==> src/rtl/jlc_pkg.sv <==
/*
 * jlc_pkg: shared constants and carrier types for the receiver link and
 * latency control block: register offsets, field widths, reset values,
 * subclass codes and the register-port struct.
 * Assumes: a single 40 MHz clock domain and a byte-wide register port.
 */
package jlc_pkg;
    localparam int ADDR_W = 12;
    localparam int DATA_W = 8;
    localparam int LAT_W = 5;
    localparam int EN_W = 2;
    localparam int SUB_W = 3;

    // register offsets
    localparam logic [ADDR_W-1:0] LINK_CTRL_ADDR = 12'h300;
    localparam logic [ADDR_W-1:0] SUBCLASS_ADDR = 12'h301;
    localparam logic [ADDR_W-1:0] MEAS_LAT0_ADDR = 12'h302;
    localparam logic [ADDR_W-1:0] MEAS_LAT1_ADDR = 12'h303;
    localparam logic [ADDR_W-1:0] MF_OFS0_ADDR = 12'h304;
    localparam logic [ADDR_W-1:0] MF_OFS1_ADDR = 12'h305;
    localparam logic [ADDR_W-1:0] BUF_REL0_ADDR = 12'h306;
    localparam logic [ADDR_W-1:0] BUF_REL1_ADDR = 12'h307;

    // reset values and counter constants
    localparam logic [EN_W-1:0] LINK_EN_RST = 2'h0;
    localparam logic [SUB_W-1:0] SUBCLASS_RST = 3'h1;
    localparam logic [LAT_W-1:0] MF_OFS_RST = 5'h00;
    localparam logic [LAT_W-1:0] BUF_REL_RST = 5'h06;
    localparam logic [LAT_W-1:0] LAT_ZERO = 5'h00;
    localparam logic [LAT_W-1:0] LAT_ONE = 5'h01;
    localparam logic [LAT_W-1:0] LAT_MAX = 5'h1f;
    localparam logic [DATA_W-1:0] RD_ZERO = 8'h00;

    // subclass codes
    localparam logic [SUB_W-1:0] SUBCLASS_0 = 3'h0;
    localparam logic [SUB_W-1:0] SUBCLASS_1 = 3'h1;

    // register port request
    typedef struct packed {
        logic [ADDR_W-1:0] addr;
        logic [DATA_W-1:0] wdata;
        logic wr;
        logic rd;
    } jlc_req_t;

    // per-link timing inputs, raw pins that jlc_top synchronises to clk_in
    typedef struct packed {
        logic mf_local;
        logic frame_tick;
        logic mf_arrive;
    } jlc_link_in_t;
endpackage

==> src/rtl/jlc_link_timing.sv <==
/*
 * jlc_link_timing: one receive link's multiframe delay, arrival latency
 * measure and buffer release strobe.
 * Assumes: inputs synchronised by the parent; one clock, sync reset.
 */
// The plain strobed port was left to the implementer.
`timescale 1ns/1ps
module jlc_link_timing (
    input wire logic clk_in,
    input wire logic rst_in,
    input wire logic enable_in,
    input wire logic subclass1_in,
    input wire logic [jlc_pkg::LAT_W-1:0] mf_offset_in,
    input wire logic [jlc_pkg::LAT_W-1:0] buf_release_in,
    input wire logic mf_local_in,
    input wire logic frame_tick_in,
    input wire logic mf_arrive_in,
    output logic mf_rx_out,
    output logic release_out,
    output logic aligned_out,
    output logic [jlc_pkg::LAT_W-1:0] latency_out
);
    import jlc_pkg::*;

    typedef enum logic [1:0] {IDLE_S, WAIT_S, RUN_S} jlc_dly_t;
    typedef enum logic [1:0] {OFF_S, WAIT_RX_S, MEAS_S, HELD_S} jlc_meas_t;

    // saturating increment
    function automatic logic [LAT_W-1:0] sat_inc(input logic [LAT_W-1:0] v);
        return (v == LAT_MAX) ? v : LAT_W'(v + LAT_ONE);
    endfunction

    jlc_dly_t dly_r, dly_nxt;
    logic [LAT_W-1:0] dcnt_r, dcnt_nxt;
    logic mf_rx_r, mf_rx_nxt;
    jlc_meas_t meas_r, meas_nxt;
    logic [LAT_W-1:0] mcnt_r, mcnt_nxt;
    logic [LAT_W-1:0] lat_r, lat_nxt;
    logic [LAT_W-1:0] rcnt_r, rcnt_nxt;
    logic rel_pend_r, rel_pend_nxt;
    logic rel_r, rel_nxt;
    logic dly_tick;

    // offset counts frame ticks in subclass 1, clock cycles in subclass 0
    assign dly_tick = subclass1_in ? frame_tick_in : 1'b1;

    // delay local multiframe clock by the programmed offset
    always_comb begin
        dly_nxt = dly_r;
        dcnt_nxt = dcnt_r;
        mf_rx_nxt = 1'b0;
        case (dly_r)
            IDLE_S: begin
                if (enable_in && mf_local_in) begin
                    if (mf_offset_in == LAT_ZERO) begin
                        mf_rx_nxt = 1'b1;
                    end else begin
                        dly_nxt = WAIT_S;
                        dcnt_nxt = LAT_ONE;
                    end
                end
            end
            WAIT_S: begin
                if (dly_tick) begin
                    if (dcnt_r >= mf_offset_in) begin
                        mf_rx_nxt = 1'b1;
                        dly_nxt = IDLE_S;
                    end else begin
                        dcnt_nxt = sat_inc(dcnt_r);
                    end
                end
            end
            default: dly_nxt = IDLE_S;
        endcase
        if (!enable_in) begin
            dly_nxt = IDLE_S;
        end
    end

    always_ff @(posedge clk_in) begin
        if (rst_in) begin
            dly_r <= IDLE_S;
            dcnt_r <= LAT_ZERO;
            mf_rx_r <= 1'b0;
        end else begin
            dly_r <= dly_nxt;
            dcnt_r <= dcnt_nxt;
            mf_rx_r <= mf_rx_nxt;
        end
    end

    // measure from rx multiframe edge to last arriving boundary, then hold
    always_comb begin
        meas_nxt = meas_r;
        mcnt_nxt = mcnt_r;
        lat_nxt = lat_r;
        case (meas_r)
            OFF_S: begin
                if (enable_in) begin
                    meas_nxt = WAIT_RX_S;
                end
            end
            WAIT_RX_S: begin
                if (mf_rx_r) begin
                    meas_nxt = MEAS_S;
                    mcnt_nxt = LAT_ZERO;
                end
            end
            MEAS_S: begin
                if (mf_arrive_in) begin
                    lat_nxt = mcnt_r;
                    meas_nxt = HELD_S;
                end else begin
                    mcnt_nxt = sat_inc(mcnt_r);
                end
            end
            HELD_S: ;
            default: meas_nxt = OFF_S;
        endcase
        if (!enable_in) begin
            meas_nxt = OFF_S;
        end
    end

    always_ff @(posedge clk_in) begin
        if (rst_in) begin
            meas_r <= OFF_S;
            mcnt_r <= LAT_ZERO;
            lat_r <= LAT_ZERO;
        end else begin
            meas_r <= meas_nxt;
            mcnt_r <= mcnt_nxt;
            lat_r <= lat_nxt;
        end
    end

    // release buffered data a set count after each rx multiframe edge
    always_comb begin
        rcnt_nxt = rcnt_r;
        rel_pend_nxt = rel_pend_r;
        rel_nxt = 1'b0;
        if (mf_rx_r) begin
            rel_pend_nxt = 1'b1;
            rcnt_nxt = LAT_ZERO;
        end else if (rel_pend_r) begin
            if (rcnt_r >= buf_release_in) begin
                rel_nxt = 1'b1;
                rel_pend_nxt = 1'b0;
            end else begin
                rcnt_nxt = sat_inc(rcnt_r);
            end
        end
        if (!enable_in) begin
            rel_pend_nxt = 1'b0;
        end
    end

    always_ff @(posedge clk_in) begin
        if (rst_in) begin
            rcnt_r <= LAT_ZERO;
            rel_pend_r <= 1'b0;
            rel_r <= 1'b0;
        end else begin
            rcnt_r <= rcnt_nxt;
            rel_pend_r <= rel_pend_nxt;
            rel_r <= rel_nxt;
        end
    end

    assign mf_rx_out = mf_rx_r;
    assign release_out = rel_r;
    assign aligned_out = (meas_r == HELD_S);
    assign latency_out = lat_r;
endmodule

==> src/rtl/jlc_top.sv <==
/*
 * jlc_top: control and status registers for two receive links: link
 * enables, subclass, multiframe offsets, buffer release points and
 * measured link latency, with per-link timing logic.
 * Assumes: timing pins come from outside and are synchronised here;
 * register port is same-clock, read data one cycle after the strobe.
 */
// Summary of operation
// - enable field has one bit per link; 01, 10, 11 enable links.
// - enable value 00 keeps both receiver links disabled.
// - subclass 000 or 001; offset counts clock cycles or frame ticks.
// - read-only 5-bit latency from rx multiframe to last boundary.
// - rx multiframe clock delayed from local by programmed 5-bit offset.
// - 5-bit buffer release delay per link, resets to six.
`timescale 1ns/1ps
module jlc_top (
    input wire logic clk_in,
    input wire logic rst_in,
    input wire jlc_pkg::jlc_req_t req_in,
    output logic [jlc_pkg::DATA_W-1:0] rdata_out,
    input wire logic mf_local_in,
    input wire logic frame_tick_in,
    input wire logic [1:0] mf_arrive_in,
    output logic [1:0] link_en_out,
    output logic [1:0] mf_rx_out,
    output logic [1:0] release_out,
    output logic [1:0] aligned_out
);
    import jlc_pkg::*;

    // zero-extend a 5-bit field into a read byte
    function automatic logic [DATA_W-1:0] ext5(input logic [LAT_W-1:0] v);
        return {{(DATA_W-LAT_W){1'b0}}, v};
    endfunction

    logic [EN_W-1:0] en_r, en_nxt;
    logic [SUB_W-1:0] sub_r, sub_nxt;
    logic [LAT_W-1:0] ofs_r [2];
    logic [LAT_W-1:0] ofs_nxt [2];
    logic [LAT_W-1:0] rel_r [2];
    logic [LAT_W-1:0] rel_nxt [2];
    logic [DATA_W-1:0] rd_r, rd_nxt;
    logic [1:0] sync1_r, sync2_r;
    logic [1:0] arr1_r, arr2_r;
    logic [1:0] mf_rx_r, rel_o_r, al_r;
    logic [1:0] mf_rx_w, rel_w, al_w;
    logic [LAT_W-1:0] lat_w [2];
    logic sub1;

    // subclass 1 selects frame-tick counting of the offset
    assign sub1 = (sub_r == SUBCLASS_1);

    // register writes
    always_comb begin
        en_nxt = en_r;
        sub_nxt = sub_r;
        ofs_nxt = ofs_r;
        rel_nxt = rel_r;
        if (req_in.wr) begin
            case (req_in.addr)
                LINK_CTRL_ADDR: en_nxt = req_in.wdata[EN_W-1:0];
                SUBCLASS_ADDR: sub_nxt = req_in.wdata[SUB_W-1:0];
                MF_OFS0_ADDR: ofs_nxt[0] = req_in.wdata[LAT_W-1:0];
                MF_OFS1_ADDR: ofs_nxt[1] = req_in.wdata[LAT_W-1:0];
                BUF_REL0_ADDR: rel_nxt[0] = req_in.wdata[LAT_W-1:0];
                BUF_REL1_ADDR: rel_nxt[1] = req_in.wdata[LAT_W-1:0];
                default: ;
            endcase
        end
    end

    // register reads, zero for unmapped addresses
    always_comb begin
        rd_nxt = RD_ZERO;
        if (req_in.rd) begin
            case (req_in.addr)
                LINK_CTRL_ADDR: rd_nxt = {{(DATA_W-EN_W){1'b0}}, en_r};
                SUBCLASS_ADDR: rd_nxt = {{(DATA_W-SUB_W){1'b0}}, sub_r};
                MEAS_LAT0_ADDR: rd_nxt = ext5(lat_w[0]);
                MEAS_LAT1_ADDR: rd_nxt = ext5(lat_w[1]);
                MF_OFS0_ADDR: rd_nxt = ext5(ofs_r[0]);
                MF_OFS1_ADDR: rd_nxt = ext5(ofs_r[1]);
                BUF_REL0_ADDR: rd_nxt = ext5(rel_r[0]);
                BUF_REL1_ADDR: rd_nxt = ext5(rel_r[1]);
                default: rd_nxt = RD_ZERO;
            endcase
        end
    end

    always_ff @(posedge clk_in) begin
        if (rst_in) begin
            en_r <= LINK_EN_RST;
            sub_r <= SUBCLASS_RST;
            ofs_r[0] <= MF_OFS_RST;
            ofs_r[1] <= MF_OFS_RST;
            rel_r[0] <= BUF_REL_RST;
            rel_r[1] <= BUF_REL_RST;
            rd_r <= RD_ZERO;
        end else begin
            en_r <= en_nxt;
            sub_r <= sub_nxt;
            ofs_r <= ofs_nxt;
            rel_r <= rel_nxt;
            rd_r <= rd_nxt;
        end
    end

    // two-flop synchronisers for the timing pins
    always_ff @(posedge clk_in) begin
        if (rst_in) begin
            sync1_r <= 2'h0;
            sync2_r <= 2'h0;
            arr1_r <= 2'h0;
            arr2_r <= 2'h0;
        end else begin
            sync1_r <= {frame_tick_in, mf_local_in};
            sync2_r <= sync1_r;
            arr1_r <= mf_arrive_in;
            arr2_r <= arr1_r;
        end
    end

    // one timing unit per link, each gated by its enable bit
    for (genvar i = 0; i < 2; i++) begin : g_link
        jlc_link_timing u_link (
            .clk_in(clk_in),
            .rst_in(rst_in),
            .enable_in(en_r[i]),
            .subclass1_in(sub1),
            .mf_offset_in(ofs_r[i]),
            .buf_release_in(rel_r[i]), // software keeps it at ten or below
            .mf_local_in(sync2_r[0]),
            .frame_tick_in(sync2_r[1]),
            .mf_arrive_in(arr2_r[i]),
            .mf_rx_out(mf_rx_w[i]),
            .release_out(rel_w[i]),
            .aligned_out(al_w[i]),
            .latency_out(lat_w[i])
        );
    end

    // register the outputs
    always_ff @(posedge clk_in) begin
        if (rst_in) begin
            mf_rx_r <= 2'h0;
            rel_o_r <= 2'h0;
            al_r <= 2'h0;
        end else begin
            mf_rx_r <= mf_rx_w;
            rel_o_r <= rel_w;
            al_r <= al_w;
        end
    end

    assign rdata_out = rd_r;
    assign link_en_out = en_r;
    assign mf_rx_out = mf_rx_r;
    assign release_out = rel_o_r;
    assign aligned_out = al_r;
endmodule

==> config.mk <==
export PLATFORM = sky130hd
export DESIGN_NAME = jlc_top
export DESIGN_NICKNAME = d
export VERILOG_FILES = /design/src/rtl/jlc_pkg.sv /design/src/rtl/jlc_link_timing.sv /design/src/rtl/jlc_top.sv
export SDC_FILE = /design/constraint.sdc
export NUM_CORES = 1
export LEC_CHECK = 0
export BUFFER_PORTS_ARGS = -buffer_cell sky130_fd_sc_hd__buf_2
export CAP_MARGIN = 10
export CORE_ASPECT_RATIO = 0.5
export CORE_MARGIN = 3
export CORE_UTILIZATION = 55
export DETAILED_ROUTE_END_ITERATION = 10
export PLACE_DENSITY = 0.78
export SLEW_MARGIN = 40
export SYNTH_ARGS = -nofsm -noshare
export SYNTH_HDL_FRONTEND = slang
export SYNTH_SLANG_ARGS = --single-unit
==> constraint.sdc <==
create_clock -name clk_in -period 4.3 [get_ports clk_in]
set_input_delay 0.43 -clock clk_in [delete_from_list [all_inputs] [get_ports clk_in]]
set_output_delay 0.43 -clock clk_in [all_outputs]
set_load 0.05 [all_outputs]
After elaboration in Yosys (flattened, before gate mapping)

Cells that the tools add are included.

Bits of input ports: 28
Register bits after elaboration: 101

Equality and inequality tests: 43
Reductions and logical operators: 39
Bitwise gates (word level): 9
Muxes and demuxes: 56
Add/sub/neg operators: 6
$lt $le $gt $ge: 4

Operators with widths:

| kind                                                  | count |
|---|---|
| equality test 12 x 10 -> 1 bit, second input constant | 8 |
| two-way mux 5 bit                                     | 16 |
| one-hot mux 5 bit (2 select lines)                    | 4 |
| one-hot mux 5 bit (8 select lines)                    | 1 |
| adder 5 x 1 -> 5 bit, second input constant           | 6 |
| equality test 5 bit, second input constant            | 6 |
| inequality test 2 bit, second input constant          | 13 |
| two-way mux 2 bit                                     | 12 |
| greater-or-equal comparator 5 bit                     | 4 |
| two-way mux 1 bit                                     | 17 |
| AND reduction 2 bit                                   | 8 |
| AND reduction 4 bit                                   | 4 |
| inequality test 2 x 1 -> 1 bit, second input constant | 7 |
| one-hot mux 2 bit (3 select lines)                    | 2 |
| AND reduction 3 bit                                   | 4 |
| AND reduction 6 bit                                   | 2 |
| logical NOT 5 bit                                     | 2 |
| OR reduction 2 bit                                    | 5 |
| NOT 1 bit                                             | 9 |
| equality test 2 x 1 -> 1 bit, second input constant   | 4 |
| equality test 2 bit, second input constant            | 4 |
| logical NOT 2 bit                                     | 4 |
| one-hot mux 2 bit (2 select lines)                    | 2 |
| nonzero test 2 bit                                    | 4 |
| other kinds (5)                                       | 9 |

Logic depth before layout (Yosys ltp)

Word-level depth: 5
Mapped depth: 8

Modules after synthesis

From an unflattened synthesis, not the netlist that was laid out.

Cells, all modules: 544
Area total of the unflattened synthesis: 5063.6 sq um

Modules (own cells, without submodules):

| module          | instances | cells an instance | area each (sq um) | sequential area each (sq um) |
|---|---|---|---|---|
| jlc_link_timing | 2         | 186               | 1592.8            | 520.5 |
| jlc_top         | 1         | 172               | 1878.1            | 880.8 |

Worst setup path before layout

Ideal clock, no wire load.

Path kind: register -> register
From: register g_link[1].u_link.dcnt_r[0]
To: register g_link[1].u_link.dcnt_r[4]
Setup slack: 2.318 ns
Cell stages (with the launch flop): 7
Buffers on the path: 0
Arrival: 1.860 ns
Data required time: 4.178 ns
Setup time: 0.122 ns
Period minus slack after synthesis: 1.982 ns
Cell sequence: dfxtp_1 -> ha_1 -> and3_1 -> ha_1 -> nor3b_1 -> and2b_1 -> a311o_1

Longest elaborated chain between the ends: 5
Elaborated cells between the ends (all ways): 10

Ends and longest elaborated chain:

| item                               | RTL line              | text |
|---|---|---|
| start: declaration                 | jlc_link_timing.sv:34 | `logic [LAT_W-1:0] dcnt_r, dcnt_nxt;` |
| start signal: assignment           | jlc_link_timing.sv:87 | `dcnt_r <= dcnt_nxt;` |
| adder 5 x 1 -> 5 bit               | jlc_link_timing.sv:30 | `return (v == LAT_MAX) ? v : LAT_W'(v + LAT_ONE);` |
| two-way mux 5 bit                  | jlc_link_timing.sv:30 |  |
| two-way mux 5 bit                  | jlc_link_timing.sv:65 | `if (dcnt_r >= mf_offset_in) begin` |
| two-way mux 5 bit                  | jlc_link_timing.sv:64 | `if (dly_tick) begin` |
| one-hot mux 5 bit (2 select lines) | jlc_link_timing.sv:52 | `case (dly_r)` |

Parallel ways exist; a longest one is shown, timed or not. The select of a mux whose other input is x is not followed.
A chain may end at the register's enable or synchronous reset.

Worst setup path in the final report

Same ends and word-level chain as after synthesis.

==> summary.txt <==
Pwr
  – Clock group share of total power: 0.459
  – Switching Fraction: 0.214
  – Pwr dens: 336 nW/um^2
  – Peak supply drop: 0.251 mV
  – Reg power frac: 0.506
  – Psw: between 0.3 and 0.4 mW
  – Comb power frac: 0.035
  – LEAKAGE: around 2.2 nW
  – Int Power: about 1.4 mW

Drt
  – DRT Wirelength: 10200 um
  – Detailed-route via count: between 3000 and 4000
  – 1st-iter DRT viols: 345
  – Router iterations before antenna repair: 4
  – Routed WL per cell: 15.0 um
  – Via density: ~5.7
  – Post-route antenna net violation count: 0
  – Residual DRC count: 0

Die
  – Die ar.: about 10000 sq um
  – Io pins: 44
  – Die X: 137 um
  – FP Rows: 23
  – Starting Density: 0.578
  – Die height: approximately 72 um
  – Placeable Area: 8200 sq um

Timing
  – Skew final: approximately 0.0061 ns
  – Post-route clock period utilization: 0.523
  – Max Clk Rate: roughly 440 MHz
  – TNS Setup: 0 ns
  – Worst slew pin tran: 0.741 ns
  – PnR worst setup slack: 2.05 ns
  – Number of max-slew violations in the final report: 0
  – Tmin final: 2.25 ns
  – Fin. Hold Viols: 0
  – Slew headroom: 0.506
  – Final Setup Violations: 0
  – RSZ-0062 raised after global routing: no

Logic synthesis
  – EDFF count, synth: 0
  – Sequential share of the synthesized area: 0.405
  – Mapped Cells: 543
  – Syn. warnings: 0
  – Mux contribution to synthesized area: 0.0628
  – Synthesis-stage register bit count: 96
  – Synth Flop Type: dfxtp_1
  – Synth Area in Compound Gates: 0.149
  – Synth Area in XOR/XNOR: 0.00739
  – Avg Cell Area, Syn: 8.74 sq um
  – Netlist area before placement: 4740 sq um
  – Async S/R FF share, synth: 0
  – Synth Area in Simple Gates: 0.220
  – Largest family of logic cells by synthesized area: simple AND/OR/NAND/NOR gates
  – Synth cell types: 54
  – Post-Synth Adder-Cell Area: 0.100

GRT
  – Vias in the first global route: 3575
  – First-pass GRT wire length: 17200 um
  – Largest net degree at the start of global routing: 71
  – GRT overflow: 0
  – Antenna violations before repair: 0
  – Total GRT Usage: 0.219

CTS
  – Clk buf depth: 2
  – Clk Tree Root Cell: clkbuf_16
  – CTS tree: done
  – CTS Buf Count: 9
  – Clock sink count: 96
  – H-tree lvl count: 3
  – Post-CTS Hold Buffers: 0
  – Worst-Skew Late Latency: 0.34 ns
  – Post-CTS Setup Inserts: 0
  – CTS clk-pin slew, worst paths: 0.07 ns
  – Resize count post-CTS: 0

Finish
  – N_diodes: 0
  – # fillers: 688
  – P&R area growth vs syn: 11.3%
  – Fraction of layout cells with a size suffix above 1: 0.121
  – Final Net Count: between 600 and 700

Job
  – # Max-Cap Violations: 0

Worst setup path
  – Most frequent CP cell: ha_1
  – Crit path required time: 4.52 ns
  – Worst Path Arrival: 2.47 ns
  – CP startpoint kind: flop
  – Crit-path max FO: 6
  – Critical Path Max Stage Delay: 0.50 ns
  – Crit path capture type: flop
  – Kind of critical path: flop to flop
  – Worst path slowest cell: nor3b_1
  – Crit-path cells: ha_1 > and3_1 > ha_1 > nor3b_1 > and2b_1 > a311o_1

Place
  – Pre-CTS setup slack: 1.68 ns
  – DP HPWL: about 7300 um
  – Placer Congestion: 0.883
  – Port bufs: 37

Run status
  – Status: complete, no violations

Worst hold path
  – Hold Path Class: input pin to flop
-- stage by stage --
stage               utilization  hold WS, ns  cells  cell area, sq um  power [mW]
global placement          0.604        0.417    668              4960       0.976
detailed placement        0.605        0.424    668              4960       0.977
global route              0.643        0.290    684              5280        1.83
CTS                       0.643        0.292    683              5270        1.79
floorplan                     -        0.414    545              4750       0.956
finish                    0.643        0.298    684              5280        1.77
-- placed cells by master, fill, tap and decap left out, types with 3 or more instances in the layout --
cell type / instances
and3_1: 8
o2111ai_1: 5
ha_1: 38
nand2_1: 50
mux2_2: 4
nor3b_1: 4
mux2i_1: 14
a21oi_1: 52
a211oi_1: 3
or3_1: 7
o211ai_1: 7
buf_2: 37
a31oi_1: 9
nor3_1: 4
inv_1: 36
a22oi_1: 3
nand4_1: 8
clkbuf_16: 9
nor2b_1: 21
mux4_2: 5
dfxtp_1: 96
o21ai_0: 20
nand3_1: 37
nor2_1: 37
a21o_1: 8
conb_1: 3
nand2b_1: 8
-- path summary, 6_finish.rpt --
| path | startpoint | endpoint | slack, ns | cells after the start |
|---|---|---|---|---|
| setup / recovery | g_link[1].u_link.dcnt_r[0] | g_link[1].u_link.dcnt_r[4] | 2.05 | 6 |
| hold / removal | mf_arrive_in[1] | arr1_r[1] | 0.30 | 2 |
| setup reg to reg | g_link[1].u_link.dcnt_r[0] | g_link[1].u_link.dcnt_r[4] | 2.05 | 6 |
| hold reg to reg | g_link[0].u_link.release_out | release_out[0] | 0.44 | 1 |
-- cell families after synthesis --
family | Yosys count
simple gates | 201
compound gates | 117
flops | 96
buf+inv | 63
fa+ha+maj | 38
mux | 23
xor+xnor | 4
other cells | 1
-- cell usage after synthesis, types with 2 or more instances --
cell       number  area [sq um]
inv_1          36           135
ha_1           38           475
o211ai_1        7          52.6
a32oi_1         2          17.5
a21o_1          8          60.1
nand4_1         8          50.1
nand2b_1        8          50.1
buf_2           2          10.0
clkbuf_1       18          67.6
nor3_1          4          20.0
nand3b_1        2          15.0
or3_1           7          43.8
xor2_1          2          17.5
o2111ai_1       5          43.8
a21oi_1        52           260
xnor2_1         2          17.5
and3_1          8          50.1
mux2i_1        14           140
mux4_2          5           113
nor3b_1         4          30.0
nand2_1        50           188
nor2b_1        21           131
o21ai_0        20           100
nand3_1        37           185
buf_4           6          45.0
a31oi_1         9          56.3
mux2_2          4          45.0
a22oi_1         3          22.5
dfxtp_1        96          1920
nand4b_1        2          17.5
nor2_1         37           139
o21a_1          2          15.0
a211oi_1        3          22.5
-- power by group through the flow --
stage / Clock (mW) / Sequential (mW) / Combinational (mW)
after floorplan: 0 / 0.913 / 0.0425
after global placement: 0 / 0.915 / 0.0602
after detailed placement: 0 / 0.916 / 0.0612
after CTS: 0.829 / 0.895 / 0.0616
after global routing: 0.868 / 0.895 / 0.0672
final: 0.814 / 0.895 / 0.0619
-- layer usage --
metal	share of wire	GRT usage
met2	0.44	0.332
met1	0.50	0.311
met3	0.052	0.0596
met5	0	0
met4	0.011	0.0553
-- worst max-delay path, delay by kind of cell, from the launching register on --
| family | cells | cell delay (ns) |
|---|---|---|
| DFF | 1 | 0.35 |
| and+or+nand+nor | 3 | 1.01 |
| adders and majority gates | 2 | 0.41 |
| AOI/OAI and AO/OA | 1 | 0.37 |
-- state kept, by name (all words and copies together), names as in the netlist, 3 cells and up --
register / flops
ofs_r: 10
rdata_out: 5
sub_r: 3
g_link.u_link.latency_out: 10
g_link.u_link.dcnt_r: 10
rel_r: 10
g_link.u_link.meas_r: 4
g_link.u_link.mcnt_r: 10
g_link.u_link.rcnt_r: 10
-- area by class of cell --
| class | instances | area [sq um] | area share |
|---|---|---|---|
| clock buffer | 11 | 253 | 0.0479 |
| clock inverter | 4 | 53.8 | 0.0102 |
| inverter | 36 | 135 | 0.0256 |
| multi-input combinational | 386 | 2570 | 0.488 |
| sequential | 96 | 1920 | 0.364 |
| tap | 112 | 140 | 0.0266 |
| timing repair buffer | 39 | 200 | 0.0379 |
No activity file was read; power rests on OpenSTA's default activity.
